**src/core/rsm_pkg.sv**
```systemverilog
package rsm_pkg;

    // ---------------------------------------------
    // Clock and timing
    // ---------------------------------------------
    localparam int CLK_MHZ = 100;
    // Shortest reset output pulse; value is a plain default
    localparam int MIN_RST_OUT_NS = 1000;
    localparam int MIN_RST_OUT_CYC_I = (MIN_RST_OUT_NS * CLK_MHZ + 999) / 1000;
    localparam logic [7:0] MIN_RST_OUT_CYC = 8'(MIN_RST_OUT_CYC_I);
    // PLL start-up interval; value is a plain default
    localparam int PLL_STARTUP_US = 1000;
    localparam int unsigned PLL_STARTUP_CYC_DEF = PLL_STARTUP_US * CLK_MHZ;
    localparam logic [31:0] CNT_ONE = 32'h00000001;
    localparam logic [7:0] PULSE_ONE = 8'h01;

    // Stabilisation delay, loaded as count minus one
    localparam logic [31:0] DLY_SHORT_LAST = 32'h000000ff;
    localparam logic [31:0] DLY_LONG_LAST = 32'h00000fff;

    // Reset vector pair
    localparam logic [15:0] VEC_ADDR_HI = 16'hfffe;
    localparam logic [15:0] VEC_ADDR_LO = 16'hffff;

    // ---------------------------------------------
    // Register map
    // ---------------------------------------------
    localparam int ADDR_W = 4;
    localparam logic [3:0] ADDR_STATUS = 4'h0;
    localparam logic [7:0] STATUS_RESET = 8'h00;
    localparam int BIT_IE = 0;
    localparam int BIT_SUPPLY_WARNING_FLAG = 1;
    localparam int BIT_UVF = 2;
    localparam int BIT_LOCK = 3;
    localparam int BIT_WDGF = 4;

    // ---------------------------------------------
    // Asynchronous input slots
    // ---------------------------------------------
    localparam int NSYNC = 5;
    localparam int SY_PIN = 0;
    localparam int SY_LVD = 1;
    localparam int SY_AVD = 2;
    localparam int SY_LOCK = 3;
    localparam int SY_EXT = 4;

    typedef enum logic [2:0] {
        RSM_ACTIVE = 3'b000,
        RSM_DELAY = 3'b001,
        RSM_PLLW = 3'b011,
        RSM_FETCH = 3'b010,
        RSM_RUN = 3'b110
    } rsm_state_t;

    typedef struct packed {
        logic [3:0] addr;
        logic [7:0] wdata;
        logic wr;
        logic rd;
    } rsm_bus_req_t;

endpackage

```
**src/core/rsm_top.sv**
```systemverilog
// Added by the designer: the plain strobed port and the placing of the registers.
`timescale 1ns/1ps
// Functional notes
// - Pin, supply, watchdog resets drive shared line
// - Fetch vector pair at top of memory
// - Active phase, delay, then vector fetch
// - Delay 256 cycles, crystal uses 4096
// - Vector fetch lasts exactly two cycles
// - PLL enabled adds start-up wait to clock
// - Reset pin is input and open-drain output
// - External low pulse caught without clock
// - Illegal opcode or prefix starts reset
// - Watchdog underflow drives pin minimum pulse
// - Static reset while supply below threshold
// - Threshold level and detector enable options
// - Bit 1 shows warning comparator live
// - Warning detector off unless detector enabled
// - Warning interrupt needs enable and clear mask
// - Pending warning cleared on service entry
// - Warning wakes from Wait only
// - Halt freezes warning and lock bits, no warning wake
// - Watchdog flag: hardware set, write-zero clear
// - Undervoltage flag set on reset, read clears
// - Two flags encode the reset cause
// - Lock flag follows PLL, hardware only
module rsm_top #(
    parameter int unsigned PLL_STARTUP_CYC = rsm_pkg::PLL_STARTUP_CYC_DEF
) (
    input wire logic clk,
    input wire logic resetn,
    input wire logic clkEn,
    input wire logic resetPinIn,
    output logic resetPinOut,
    output logic resetPinOe,
    input wire logic lvdCompLow,
    input wire logic avdCompLow,
    input wire logic pllLockIn,
    input wire logic wdgUnderflow,
    input wire logic illegalOpcode,
    input wire logic illegalPrefix,
    input wire logic optUvdEnable,
    input wire logic [1:0] optUvdLevel,
    input wire logic optCrystalOsc,
    input wire logic optPllEnable,
    input wire logic cpuIntMask,
    input wire logic haltMode,
    input wire logic waitMode,
    input wire logic avdIsrEntry,
    input wire rsm_pkg::rsm_bus_req_t busReq,
    output logic [7:0] busRdata,
    output logic coreResetN,
    output logic vectorFetch,
    output logic [15:0] vectorAddr,
    output logic pllClkOutEn,
    output logic uvdEnable,
    output logic [1:0] uvdLevel,
    output logic avdEnable,
    output logic avdIrq,
    output logic waitWake
);

    // ---------------------------------------------
    // Reset release
    // ---------------------------------------------
    logic [1:0] rstPipe_q;
    logic rstN;

    always_ff @(posedge clk or negedge resetn) begin
        if (!resetn) begin
            rstPipe_q <= 2'b00;
        end else if (clkEn) begin
            rstPipe_q <= {rstPipe_q[0], 1'b1};
        end
    end
    assign rstN = rstPipe_q[1];

    // ---------------------------------------------
    // External pin capture
    // ---------------------------------------------
    rsm_pkg::rsm_state_t state_q;
    rsm_pkg::rsm_state_t state_d;
    logic extHit_q;
    logic extArm_q;
    logic extClr;

    // Clearing while armed off avoids re-triggering on our own drive,
    // which the filter still shows for a few cycles after release.
    assign extClr = !rstN || (state_q == rsm_pkg::RSM_FETCH) ||
                    ((state_q == rsm_pkg::RSM_RUN) && !extArm_q);

    always_ff @(posedge clk or negedge resetPinIn) begin
        if (!resetPinIn) begin
            extHit_q <= 1'b1;
        end else if (clkEn && extClr) begin
            extHit_q <= 1'b0;
        end
    end

    // ---------------------------------------------
    // Input synchronisers and filters
    // ---------------------------------------------
    logic [rsm_pkg::NSYNC-1:0] asyncIn;
    logic [rsm_pkg::NSYNC-1:0] s1_q;
    logic [rsm_pkg::NSYNC-1:0] s2_q;
    logic [rsm_pkg::NSYNC-1:0] s3_q;
    logic [rsm_pkg::NSYNC-1:0] filt_q;

    assign asyncIn[rsm_pkg::SY_PIN] = ~resetPinIn;
    assign asyncIn[rsm_pkg::SY_LVD] = lvdCompLow;
    assign asyncIn[rsm_pkg::SY_AVD] = avdCompLow;
    assign asyncIn[rsm_pkg::SY_LOCK] = pllLockIn;
    assign asyncIn[rsm_pkg::SY_EXT] = extHit_q;

    genvar gi;
    generate
        for (gi = 0; gi < rsm_pkg::NSYNC; gi = gi + 1) begin : gSync
            always_ff @(posedge clk or negedge rstN) begin
                if (!rstN) begin
                    s1_q[gi] <= 1'b0;
                    s2_q[gi] <= 1'b0;
                    s3_q[gi] <= 1'b0;
                    filt_q[gi] <= 1'b0;
                end else if (clkEn) begin
                    s1_q[gi] <= asyncIn[gi];
                    s2_q[gi] <= s1_q[gi];
                    s3_q[gi] <= s2_q[gi];
                    if (s2_q[gi] == s3_q[gi]) begin
                        filt_q[gi] <= s3_q[gi];
                    end
                end
            end
        end
    endgenerate

    // ---------------------------------------------
    // Option sampling
    // ---------------------------------------------
    logic uvdEn_q;
    logic [1:0] uvdLevel_q;
    logic crystal_q;
    logic pllEn_q;

    always_ff @(posedge clk or negedge rstN) begin
        if (!rstN) begin
            uvdEn_q <= 1'b0;
            uvdLevel_q <= 2'b00;
            crystal_q <= 1'b0;
            pllEn_q <= 1'b0;
        end else if (clkEn) begin
            uvdEn_q <= optUvdEnable;
            uvdLevel_q <= optUvdLevel;
            crystal_q <= optCrystalOsc;
            pllEn_q <= optPllEnable;
        end
    end
    assign uvdEnable = uvdEn_q;
    assign uvdLevel = uvdLevel_q;
    assign avdEnable = uvdEn_q;

    // ---------------------------------------------
    // Reset sources
    // ---------------------------------------------
    logic lvdReq;
    logic intTrig;
    logic extReq;
    logic pinLow;
    logic [7:0] pulse_q;
    logic intPulse;

    assign lvdReq = filt_q[rsm_pkg::SY_LVD] & uvdEn_q;
    assign intTrig = wdgUnderflow | illegalOpcode | illegalPrefix;
    assign extReq = filt_q[rsm_pkg::SY_EXT] & extArm_q;
    assign pinLow = filt_q[rsm_pkg::SY_PIN];
    assign intPulse = (pulse_q != 8'h00);

    always_ff @(posedge clk or negedge rstN) begin
        if (!rstN) begin
            pulse_q <= 8'h00;
        end else if (clkEn) begin
            if (intTrig) begin
                pulse_q <= rsm_pkg::MIN_RST_OUT_CYC;
            end else if (intPulse) begin
                pulse_q <= pulse_q - rsm_pkg::PULSE_ONE;
            end
        end
    end

    always_ff @(posedge clk or negedge rstN) begin
        if (!rstN) begin
            extArm_q <= 1'b0;
        end else if (clkEn) begin
            if (state_q != rsm_pkg::RSM_RUN) begin
                extArm_q <= 1'b0;
            end else if (!filt_q[rsm_pkg::SY_EXT]) begin
                extArm_q <= 1'b1;
            end
        end
    end

    // ---------------------------------------------
    // Sequencer
    // ---------------------------------------------
    logic [31:0] cnt_q;
    logic fetchLast_q;
    logic holdActive;
    logic [31:0] dlyLast;
    logic [31:0] pllLast;

    assign holdActive = lvdReq | intPulse | intTrig | pinLow;
    assign dlyLast = crystal_q ? rsm_pkg::DLY_LONG_LAST :
                                 rsm_pkg::DLY_SHORT_LAST;
    assign pllLast = (PLL_STARTUP_CYC > 0) ?
                     (PLL_STARTUP_CYC - rsm_pkg::CNT_ONE) : 32'h00000000;

    always_comb begin
        state_d = state_q;
        case (state_q)
            rsm_pkg::RSM_RUN: begin
                if (extReq || lvdReq || intTrig || intPulse) begin
                    state_d = rsm_pkg::RSM_ACTIVE;
                end
            end
            rsm_pkg::RSM_ACTIVE: begin
                if (!holdActive) begin
                    state_d = rsm_pkg::RSM_DELAY;
                end
            end
            rsm_pkg::RSM_DELAY: begin
                if (lvdReq || intTrig || intPulse) begin
                    state_d = rsm_pkg::RSM_ACTIVE;
                end else if (cnt_q == 32'h00000000) begin
                    state_d = pllEn_q ? rsm_pkg::RSM_PLLW :
                                        rsm_pkg::RSM_FETCH;
                end
            end
            rsm_pkg::RSM_PLLW: begin
                if (lvdReq || intTrig || intPulse) begin
                    state_d = rsm_pkg::RSM_ACTIVE;
                end else if (cnt_q == 32'h00000000) begin
                    state_d = rsm_pkg::RSM_FETCH;
                end
            end
            rsm_pkg::RSM_FETCH: begin
                if (fetchLast_q) begin
                    state_d = rsm_pkg::RSM_RUN;
                end
            end
            default: begin
                state_d = rsm_pkg::RSM_ACTIVE;
            end
        endcase
    end

    always_ff @(posedge clk or negedge rstN) begin
        if (!rstN) begin
            state_q <= rsm_pkg::RSM_ACTIVE;
        end else if (clkEn) begin
            state_q <= state_d;
        end
    end

    always_ff @(posedge clk or negedge rstN) begin
        if (!rstN) begin
            cnt_q <= 32'h00000000;
        end else if (clkEn) begin
            if (state_d == rsm_pkg::RSM_DELAY &&
                state_q != rsm_pkg::RSM_DELAY) begin
                cnt_q <= dlyLast;
            end else if (state_d == rsm_pkg::RSM_PLLW &&
                         state_q != rsm_pkg::RSM_PLLW) begin
                cnt_q <= pllLast;
            end else if (cnt_q != 32'h00000000) begin
                cnt_q <= cnt_q - rsm_pkg::CNT_ONE;
            end
        end
    end

    always_ff @(posedge clk or negedge rstN) begin
        if (!rstN) begin
            fetchLast_q <= 1'b0;
            vectorAddr <= rsm_pkg::VEC_ADDR_HI;
        end else if (clkEn) begin
            fetchLast_q <= (state_d == rsm_pkg::RSM_FETCH) &&
                           (state_q == rsm_pkg::RSM_FETCH);
            if (state_d == rsm_pkg::RSM_FETCH &&
                state_q == rsm_pkg::RSM_FETCH) begin
                vectorAddr <= rsm_pkg::VEC_ADDR_LO;
            end else begin
                vectorAddr <= rsm_pkg::VEC_ADDR_HI;
            end
        end
    end

    assign vectorFetch = (state_q == rsm_pkg::RSM_FETCH);
    assign coreResetN = (state_q == rsm_pkg::RSM_RUN);
    assign pllClkOutEn = (state_q == rsm_pkg::RSM_FETCH) ||
                         (state_q == rsm_pkg::RSM_RUN);

    // ---------------------------------------------
    // Reset pin drive
    // ---------------------------------------------
    // open drain, low only
    assign resetPinOut = 1'b0;
    // line held low through the delay
    assign resetPinOe = (state_q == rsm_pkg::RSM_DELAY) ||
                        ((state_q == rsm_pkg::RSM_ACTIVE) &&
                         (lvdReq || intPulse || intTrig));

    // ---------------------------------------------
    // Status register
    // ---------------------------------------------
    logic wdgFlag_q;
    logic uvFlag_q;
    logic supply_warning_flag_q;
    logic lock_q;
    logic supply_warning_irq_enable_q;
    logic avdPend_q;
    logic selStatus;
    logic [7:0] statusWord;

    assign selStatus = (busReq.addr == rsm_pkg::ADDR_STATUS);

    always_comb begin
        statusWord = rsm_pkg::STATUS_RESET;
        statusWord[rsm_pkg::BIT_IE] = supply_warning_irq_enable_q;
        statusWord[rsm_pkg::BIT_SUPPLY_WARNING_FLAG] = supply_warning_flag_q;
        statusWord[rsm_pkg::BIT_UVF] = uvFlag_q;
        statusWord[rsm_pkg::BIT_LOCK] = lock_q;
        statusWord[rsm_pkg::BIT_WDGF] = wdgFlag_q;
    end

    always_ff @(posedge clk or negedge rstN) begin
        if (!rstN) begin
            supply_warning_flag_q <= 1'b0;
            lock_q <= 1'b0;
        end else if (clkEn && !haltMode) begin
            supply_warning_flag_q <= filt_q[rsm_pkg::SY_AVD] & uvdEn_q;
            lock_q <= filt_q[rsm_pkg::SY_LOCK];
        end
    end

    always_ff @(posedge clk or negedge rstN) begin
        if (!rstN) begin
            wdgFlag_q <= 1'b0;
        end else if (clkEn) begin
            if (wdgUnderflow) begin
                wdgFlag_q <= 1'b1;
            end else if (lvdReq) begin
                wdgFlag_q <= 1'b0;
            end else if (busReq.wr && selStatus &&
                         !busReq.wdata[rsm_pkg::BIT_WDGF]) begin
                wdgFlag_q <= 1'b0;
            end
        end
    end

    always_ff @(posedge clk or negedge rstN) begin
        if (!rstN) begin
            uvFlag_q <= 1'b0;
        end else if (clkEn) begin
            if (lvdReq) begin
                uvFlag_q <= 1'b1;
            end else if (busReq.rd && selStatus) begin
                uvFlag_q <= 1'b0;
            end
        end
    end

    always_ff @(posedge clk or negedge rstN) begin
        if (!rstN) begin
            supply_warning_irq_enable_q <= 1'b0;
        end else if (clkEn && busReq.wr && selStatus) begin
            supply_warning_irq_enable_q <= busReq.wdata[rsm_pkg::BIT_IE];
        end
    end

    always_ff @(posedge clk or negedge rstN) begin
        if (!rstN) begin
            busRdata <= 8'h00;
        end else if (clkEn) begin
            if (busReq.rd && selStatus) begin
                busRdata <= statusWord;
            end else begin
                busRdata <= 8'h00;
            end
        end
    end

    // ---------------------------------------------
    // Supply warning interrupt
    // ---------------------------------------------
    // service entry clears, new rise wins
    always_ff @(posedge clk or negedge rstN) begin
        if (!rstN) begin
            avdPend_q <= 1'b0;
        end else if (clkEn) begin
            if (!haltMode && !supply_warning_flag_q &&
                filt_q[rsm_pkg::SY_AVD] && uvdEn_q) begin
                avdPend_q <= 1'b1;
            end else if (avdIsrEntry) begin
                avdPend_q <= 1'b0;
            end
        end
    end

    assign avdIrq = avdPend_q & supply_warning_irq_enable_q & ~cpuIntMask & ~haltMode &
                    coreResetN;
    assign waitWake = avdIrq & waitMode;

endmodule

```
**config.mk**
```make
export PLATFORM = sky130hd
export DESIGN_NAME = rsm_top
export DESIGN_NICKNAME = d
export VERILOG_FILES = /design/src/core/rsm_pkg.sv /design/src/core/rsm_top.sv
export SDC_FILE = /design/constraint.sdc
export NUM_CORES = 1
export LEC_CHECK = 0
export BUFFER_PORTS_ARGS = -buffer_cell sky130_fd_sc_hd__buf_2
export CAP_MARGIN = 30
export CELL_PAD_IN_SITES_DETAIL_PLACEMENT = 2
export CELL_PAD_IN_SITES_GLOBAL_PLACEMENT = 2
export CORE_MARGIN = 2
export CORE_UTILIZATION = 32
export CTS_CLUSTER_DIAMETER = 200
export DETAILED_ROUTE_END_ITERATION = 12
export GPL_TIMING_DRIVEN = 0
export PLACE_DENSITY_LB_ADDON = 0.1
export SYNTH_ARGS = -nofsm -noshare
export SYNTH_HDL_FRONTEND = slang
export SYNTH_SLANG_ARGS = --single-unit
```
**constraint.sdc**
```tcl
create_clock -name clk -period 2.4 [get_ports clk]
set_clock_uncertainty 0.1 [all_clocks]
set_input_delay 0.36 -clock clk [delete_from_list [all_inputs] [get_ports clk]]
set_output_delay 0.36 -clock clk [all_outputs]
set_load 0.005 [all_outputs]
```
Word-level counts from Yosys, hierarchy flattened --
Index checks and enable logic that the tools add are counted.
Storage, ports and cells: bits in registers 103, latch bits 0, bits in writable memories 0, memory bits (read-only) 0, input port bits 33, output and inout bits 35, logic and storage cells 151, memories kept 0
Cells by class: $add $sub $neg 2, multiply operators 0, divide/modulo/power cells 0, order comparisons 0, eq/ne operators 16, shifts and indexed selects 0, mux-type cells 26, bitwise operators 16, reductions and logical operators 52
Operators by type and width (number):
- two-way mux 32 bit | 3
- logical NOT 32 bit | 1
- nonzero test 32 bit | 1
- subtractor 32 x 1 -> 32 bit, second input constant | 1
- AND reduction 2 bit | 11
- two-way mux 3 bit | 7
- two-way mux 8 bit | 2
- logical AND 1 bit | 15
- one-hot mux 3 bit (5 select lines) | 1
- == test 3 x 2 -> 1 bit, second input constant | 4
- two-way mux 12 bit | 1
- logical OR 1 bit | 11
- two-way mux 1 bit | 11
- AND 1 bit | 8
- nonzero test 8 bit | 1
- subtractor 8 x 1 -> 8 bit, second input constant | 1
- == test 3 x 1 -> 1 bit, second input constant | 2
- nonzero test 2 bit | 3
- nonzero test 3 bit | 2
- == test 1 bit | 5
- logical NOT 1 bit | 5
- two-way mux 5 bit | 1
- bitwise OR 1 bit | 5
- logical NOT 4 bit | 1
- other kinds (7) | 9

Longest topological paths before layout --
Gate-level depths: netlist of the first run.
word-level depth 10, depth in mapped cells 11, mapped depth without buffers 8

Worst setup path before layout of the first run --
No wires, ideal clock.
path type register to register, start point reg cnt_q[25], end point reg cnt_q[5], library setup time 0.124 ns, data arrival time 2.855 ns, required time 2.176 ns, setup slack -0.679 ns, stages on the path, launching flop included 8, buffers on the path 1, clock period less this slack 3.079 ns, cell sequence dfrtp_1 -> or3_4 -> or4_4 -> or4_4 -> buf_6 -> o21a_1 -> or4_4 -> a211o_1
Between the ends: cells in the longest elaborated chain, start to end 8
RTL lines:
- from (decl) | RTL line rsm_top.sv:203 | logic [31:0] cnt_q;
- from (signal assigned) | RTL line rsm_top.sv:268 | cnt_q <= dlyLast;
- from (signal assigned) | RTL line rsm_top.sv:271 | cnt_q <= pllLast;
- from (signal assigned) | RTL line rsm_top.sv:273 | cnt_q <= cnt_q - rsm_pkg::CNT_ONE;
- logical NOT 32 bit | RTL line rsm_top.sv:231, rsm_top.sv:239
- two-way mux 3 bit (on tied branches) | RTL line rsm_top.sv:239, rsm_top.sv:231
- two-way mux 3 bit (on tied branches) | RTL line rsm_top.sv:237, rsm_top.sv:229
- one-hot mux 3 bit (5 select lines) | RTL line rsm_top.sv:217 | case (state_q)
- == test 3 x 1 -> 1 bit / == test 3 x 2 -> 1 bit (equally long branches) | RTL line rsm_top.sv:266, rsm_top.sv:269
- logical AND 1 bit (on tied branches) | RTL line rsm_top.sv:266, rsm_top.sv:269
- nonzero test 3 bit (no line) / two-way mux 32 bit (equally long branches)
- AND reduction 2 bit (no line) / two-way mux 32 bit (equally long branches)
Parallel ways exist; a longest one is shown, timed or not. A chain may end at the register's enable or synchronous reset.

Worst setup path after layout of the first run --
start point reg cnt_q[27], end point reg cnt_q[5]
Same word-level chain as after synthesis.

==> results of run 1 <==
worst max path at each step:
stage	slack (ns)	depth (start not counted)	end
3_3_place_gp	-0.91	10	cnt_q[29]$_DFFE_PN0P_
4_1_cts	-0.69	6	cnt_q[5]$_DFFE_PN0P_
6_report	-0.60	6	cnt_q[5]$_DFFE_PN0P_
5_1_grt	-0.65	8	cnt_q[8]$_DFFE_PN0P_
3_5_place_dp	-0.94	10	cnt_q[29]$_DFFE_PN0P_
2_1_floorplan	-0.59	7	cnt_q[5]$_DFFE_PN0P_
per-stage QoR:
step	total power, mW	TNS (ns)	std cells	hold slack [ns]
3_3_place_gp	2.55	-22.64	714	0.0473
3_5_place_dp	2.60	-23.78	715	0.0481
6_report	4.21	-14.80	777	0.118
2_1_floorplan	2.33	-9.75	492	-0.0356
4_1_cts	4.14	-16.50	758	0.117
5_1_grt	4.43	-17.13	777	0.142
synth_stat cells, types with 4 or more instances:
master     instances  area share, %
mux2_2            15            3.8
nand4_1            5           0.70
nor4_1             5           0.70
or4_1              6            1.0
inv_1             28            2.4
or2_2              4           0.56
a21o_1             6            1.0
and2_1             6           0.84
nand2_1           40            3.4
nand3_1           13            1.5
clkbuf_1          10           0.84
o21a_1             5           0.84
o2bb2ai_1          6            1.2
nor2_1            28            2.4
nor3_1            21            2.4
buf_4             21            3.5
buf_1              4           0.34
o211ai_1           5           0.84
o21ai_0           47            5.3
nor4b_1            5           0.98
o31ai_1            4           0.67
or3_1             17            2.4
dfrtp_1           83             47
a21oi_1           21            2.4
power by group:
part | internal, mW | switching [mW] | leakage [nW] | total [mW]
clock | 0.802 | 0.635 | 0.137 | 1.44
sequential | 1.63 | 0.289 | 0.954 | 1.92
combinational | 0.414 | 0.435 | 1.53 | 0.849
total | 2.85 | 1.36 | 2.62 | 4.21
layout make-up:
cell class | count | area [µm²] | area share (%)
multi-input combinational | 340 | 2290 | 38.1
sequential | 84 | 2110 | 35.1
buffer | 38 | 310 | 5.17
clock inverter | 7 | 67.6 | 1.13
timing repair buffer | 90 | 672 | 11.2
inverter | 29 | 109 | 1.81
tap | 180 | 225 | 3.75
clock buffer | 9 | 225 | 3.75
layer usage:
layer  routed length, µm  part of all wire (%)
met4                 233                   1.6
met3                 348                   2.3
met2                7890                    53
met1                6550                    44
met5                   0                     0
worst max-delay path, cell delays in order, from the launching register on:
cell,delay [ns]
dfrtp_1,0.39
or3_4,0.40
or4_4,0.44
or4_4,0.60
o21a_1,0.21
or4_4,0.47
a211o_1,0.28
kinds of logic (layout without fill, tap and decap cells):
family	after synthesis	count (layout)
and+or+nand+nor	170	170
muxes	18	18
DFF	84	84
AOI/OAI and AO/OA	126	126
adders and majority gates	3	3
buffers and inverters	68	173
xor gates and xnor gates	4	4
other	2	19
layout by cell type, fill, tap and decap left out, types with 6 or more instances in the layout:
cell	instances
dfrtp_1	82
buf_4	58
buf_2	43
nand2_1	40
o21ai_0	32
inv_1	26
nor2_1	26
a21oi_1	21
nor3_1	19
conb_1	19
or3_1	17
mux2_2	15
nand3_1	11
clkbuf_16	11
o21ai_1	9
buf_6	7
o2bb2ai_1	6
o21ai_2	6
a21o_1	6
sequential cells by signal, summed over array words and instances (netlist names), 3 cells and up:
signal    cells
s3_q          5
s2_q          5
s1_q          5
busRdata      5
state_q       3
cnt_q        32
pulse_q       8
filt_q        4
what timing repair did:
action | in CTS | in global routing
gates cloned | 2 | 1
pin swaps | 7 | 16
hold buffers | 2 | 0
gates resized for setup | 32 | 32
buffers inserted | 24 | 18
endpoints found under the hold margin | 3 | 0
endpoints found under the setup margin | 41 | 39
==> impl_metrics.tcl, run 1 <==
set metrics [dict create \
    criticalPathCategory "flop to flop" \
    tightestPinTransition_ns 0.680 \
    yosys_register_bits 84 \
    io_buffers 42 \
    max_slew_margin_pct 54.7 \
    final_antenna_net_count 0 \
    path_max_fanout 5 \
    ys_async_sr_fraction_pct 100 \
    reg2reg_depth 6 \
    post-route-drc-count 0 \
    finalCriticalPeriod_ns 3.00 \
    failed_checks "negative setup slack" \
    placed_area_um2 5050 \
    busiest_layer "met2" \
    end_kind "flop" \
    r2r-start "cnt_q[27]$_DFFE_PN0P_" \
    wire_per_inst_um 19.3 \
    fin_util_pct 43.8 \
    grt_antenna_before_repair 0 \
    cts_tree "done" \
    final_net_count 628 \
    outcome "finished with violations" \
    synthSimpleGateAreaFrac_pct 20.5 \
    met1_usage_pct 25.3 \
    synth_edf_count 0 \
    period_share_pct 125 \
    hpwl_mm 9.76 \
    r2r_end "cnt_q[5]$_DFFE_PN0P_" \
    synth.distinct_cells 63 \
    drt_first_pass_iters 4 \
    worstSkewPairLatency_ns 0.35 \
    cp-start-kind "flop" \
    vias 4099 \
    clk_path_buf_depth 2 \
    stdcell_area_um2 6000 \
    reg2reg_slack_ns -0.60 \
    cts_inserted_buffers 9 \
    grt_use_met3_pct 2.81 \
    hp-start "optCrystalOsc" \
    clock.fmax_ghz 0.333 \
    ys_seq_area_share_pct 47.2 \
    synth_cells 475 \
    finalSetupViolations 34 \
    drive_above_1_share_pct 32.3 \
    leakage_nw 2.62 \
    drtIter0Drc 119 \
    layout_setup_ws_ns -0.601 \
    syn_area_um2 4450 \
    io_pins 68 \
    viasPerCell 5.28 \
    syn_to_final_growth_pct 34.9 \
    max-cap-violations 0 \
    place.gp.congestion 0.782 \
    routed_wl_mm 15.0 \
    hold_viol 0 \
    hp-class "primary input to flop" \
    n_fill_cell 1525 \
    die_x_um 122 \
    insertedDiodeCount 0 \
    fp-row-count 43 \
    worst_ep_arrival_time_ns 3.14 \
    holdPathEnd "crystal_q$_DFFE_PN0P_" \
    core_area_um2 13700 \
    die_area_um2 14900 \
    synth_mux_area_share_pct 4.47 \
    grt-ovfl-total 0 \
    clock-sinks 84 \
    use_met2_pct 37.6 \
    die_h_um 122 \
    power_per_cell_area_nw_per_um2 701 \
    synthXorXnorAreaFrac_pct 0.787 \
    initial_core_util_pct 32.4 \
    grt_pass1_vias 4493 \
    ys.flop_type "dfrtp_1" \
    timing.final.max_slew_violations 0 \
    synth-compound-area-share_pct 18.3 \
    ys.warnings.count 0 \
    crit_required_ns 2.54 \
    syn-mean-instance-area_um2 9.37 \
    root_buffer "clkbuf_16" \
    grt_usage_pct 20.8 \
    grt_pass1_wl_mm 23.7 \
    hold-path-cell-count 3 \
    rsz0062_at_grt "true" \
    grt_max_degree 53 \
    path_clk_slew_ns 0.07 \
    dp_slack_ns -0.940 \
    startpoint "cnt_q[27]$_DFFE_PN0P_" \
    htreeDepth 3 \
    synth_fa_ha_area_share_pct 0.843 \
    synth_top_family_by_area "simple AND/OR/NAND/NOR gates" \
    vdd_drop_max_mv 0.298 \
]
Power figures use the tool's default switching activity.
==> run 2: changes to the inputs <==
--- a/config.mk
+++ b/config.mk
@@ -5,12 +5,13 @@
 export SDC_FILE = /design/constraint.sdc
 export NUM_CORES = 1
 export LEC_CHECK = 0
+export ABC_AREA = 1
 export BUFFER_PORTS_ARGS = -buffer_cell sky130_fd_sc_hd__buf_2
 export CAP_MARGIN = 30
 export CELL_PAD_IN_SITES_DETAIL_PLACEMENT = 2
 export CELL_PAD_IN_SITES_GLOBAL_PLACEMENT = 2
 export CORE_MARGIN = 2
-export CORE_UTILIZATION = 32
+export CORE_UTILIZATION = 30
 export CTS_CLUSTER_DIAMETER = 200
 export DETAILED_ROUTE_END_ITERATION = 12
 export GPL_TIMING_DRIVEN = 0
==> impl_metrics.tcl, run 2 <==
set metrics [dict create \
    wire_per_inst_um 16.8 \
    multi_input_area_um2 2430 \
    root_buffer "clkbuf_16" \
    cpMaxStageDelayCell "dfrtp_1" \
    final_antenna_net_count 0 \
    hp-class "primary input to flop" \
    regMostFlops "cnt_q" \
    finalCriticalPeriod_ns 2.31 \
    max_slew_margin_pct 58.7 \
    final_net_count 733 \
    grt-ovfl-total 0 \
    synthDominantCellAreaShare_pct 45.0 \
    reg_top3 "cnt_q (32), pulse_q (8)" \
    grt_pass1_vias 4725 \
    synth_cells 592 \
    worst_ep_arrival_time_ns 2.45 \
    final_common_cell "nand2_1" \
    syn_area_um2 4610 \
    yosysMostFrequentCell "nand2_1" \
    grt_pass1_wl_mm 23.8 \
    syn_to_final_growth_pct 34.0 \
    end_kind "flop" \
    drive_above_1_share_pct 33.2 \
    crit_family "simple AND/OR/NAND/NOR gates" \
    syn-mean-instance-area_um2 7.79 \
    hp-start "pllLockIn" \
    grt_antenna_before_repair 0 \
    power_per_cell_area_nw_per_um2 945 \
    hold_viol 0 \
    drt_first_pass_iters 4 \
    initial_core_util_pct 30.6 \
    io_pins 68 \
    fp-row-count 45 \
    tightestPinTransition_ns 0.620 \
    holdWs_ns 0.0972 \
    clk_path_buf_depth 2 \
    ys_async_sr_fraction_pct 100 \
    viasPerCell 4.81 \
    worstSkewPairLatency_ns 0.36 \
    die_x_um 128 \
    grt_usage_pct 18.4 \
    ys_top_cells_by_count "nand2_1 (161), dfrtp_1 (83), nor2_1 (72), inv_1 (59), o21ai_0 (32)" \
    path_max_fanout 7 \
    yosys_register_bits 84 \
    fin_util_pct 40.9 \
    synth_edf_count 0 \
    ys.flop_type "dfrtp_1" \
    leakage_nw 3.09 \
    core_area_um2 15100 \
    io_buffers 41 \
    htreeDepth 3 \
    startpoint "pulse_q[0]$_DFFE_PN0P_" \
    post-route-drc-count 0 \
    synth_area_leaders "dfrtp_1 (45%), nand2_1 (13%), nor2_1 (5.9%)" \
    routed_wl_mm 15.0 \
    largest_reg_flops 32 \
    finalSetupViolations 0 \
    drtIter0Drc 84 \
    synth.distinct_cells 41 \
    die_area_um2 16400 \
    synth_top_area_cell "dfrtp_1" \
    ys.warnings.count 0 \
    final_cell_mix "nand2_1 (131), dfrtp_1 (72), nor2_1 (55), inv_1 (54), buf_4 (51)" \
    cts_tree "done" \
    n_fill_cell 1726 \
    vias 4277 \
    insertedDiodeCount 0 \
    rsz0062_at_grt "true" \
    vdd_drop_max_mv 0.359 \
    r2r-start "pulse_q[0]$_DFFE_PN0P_" \
    crit_chain "inv_2, ha_4, inv_1, nor2_2, nand3_2, nor3_2, nand2_1, nand2_1, nand2_2, nand2_2, nand2_4, buf_8, nand3_4, nand2_8, clkbuf_16, nand2_2, o21ai_1" \
    max-cap-violations 0 \
    seq_area_um2 2120 \
    critical_path_buf_inv_count 4 \
    cp-start-kind "flop" \
    path_clk_slew_ns 0.07 \
    place.gp.congestion 0.784 \
    timing.final.max_slew_violations 0 \
    clock-sinks 84 \
    ys_seq_area_share_pct 45.6 \
    period_share_pct 96.4 \
    die_h_um 128 \
    criticalPathCategory "flop to flop" \
    hpwl_mm 10.2 \
    cts_inserted_buffers 9 \
    grt_max_degree 47 \
    outcome "finished clean" \
    crit_required_ns 2.54 \
    clock.fmax_ghz 0.432 \
    critPathMostFrequentCell "nand2_2" \
    max_stage_delay_ns 0.37 \
]
run 2: changes by cell type in the layout (fill, tap and decap cells not counted), sizes merged, moves of 13 or more:
cell,delta
xor2,+13
o21ai,+13
mux2,-15
buf,-13
inv,+35
nand2,+126
nor2,+50
nand3,+14
or3,-18
run 2: cell type report:
class | instances | share of cell area, %
multi-input combinational | 428 | 39.4
sequential | 84 | 34.3
timing repair buffer | 77 | 8.73
buffer | 36 | 4.62
tap | 188 | 3.81
inverter | 61 | 3.77
clock buffer | 9 | 3.65
clock inverter | 7 | 1.72
run 2: repair_timing:
item                       4_1_cts  5_1_grt
setup endpoints to repair       33       35
gates cloned                     0        2
hold endpoints to repair         3        0
pin swaps                        4        9
setup buffers                    6       25
resized for setup               13      105
hold buffers                     2        0
run 2: final timing paths:
kind                            cells after the start  slack (ns)                  endpoint
worst max-delay path                               17        0.09     cnt_q[25]$_DFFE_PN0P_
worst min-delay path                                3         0.1       s1_q[3]$_DFFE_PN0P_
worst max register to register                     17        0.09     cnt_q[25]$_DFFE_PN0P_
worst min register to register                      0        0.25   uvdLevel[0]$_DFFE_PN0P_
max in group asynchronous                           1        1.30    state_q[2]$_DFFE_PN0P_
min in group asynchronous                           2        0.24  rstPipe_q[1]$_DFFE_PN0P_
run 2: report_power, final:
part / switching, mW / leakage (nW) / internal (mW)
combinational: 1.18 / 1.87 / 0.919
clock: 0.677 / 0.163 / 0.932
sequential: 0.439 / 1.05 / 1.69
run 2: kinds of logic after synthesis:
family	count (synthesis)	synth area share, %
xor gates and xnor gates	24	4.56
and+or+nand+nor	305	28.9
adders and majority gates	3	0.814
other	2	0.163
DFF	84	45.6
buffers and inverters	97	10.5
AOI/OAI and AO/OA	77	9.42
run 2: per-stage QoR:
step	setup slack (ns)	TNS [ns]	total power [mW]	cells	instance area (µm²)
4_1_cts	0.000476	0	5.35	863	5580
3_3_place_gp	-0.182	-1.84	3.54	838	5120
5_1_grt	-0.0815	-1.85	6.24	890	6180
3_5_place_dp	-0.159	-3.33	3.65	839	5150
2_1_floorplan	0.313	0	3.17	609	4680
6_report	0.0870	0	5.84	890	6180
run 2: worst min-delay path, stage by stage:
cell and delay [ns]:
buf_2 0.07, nand2_1 0.04, nand2_1 0.05
run 2: layer usage:
layer	global-route usage (%)	share of wire (%)	vias up
met4	6.46	1.9	0
met2	33.5	54	52
li1	-	-	2056
met3	2.96	2.5	16
met5	0	0	-
met1	21.9	42	2153
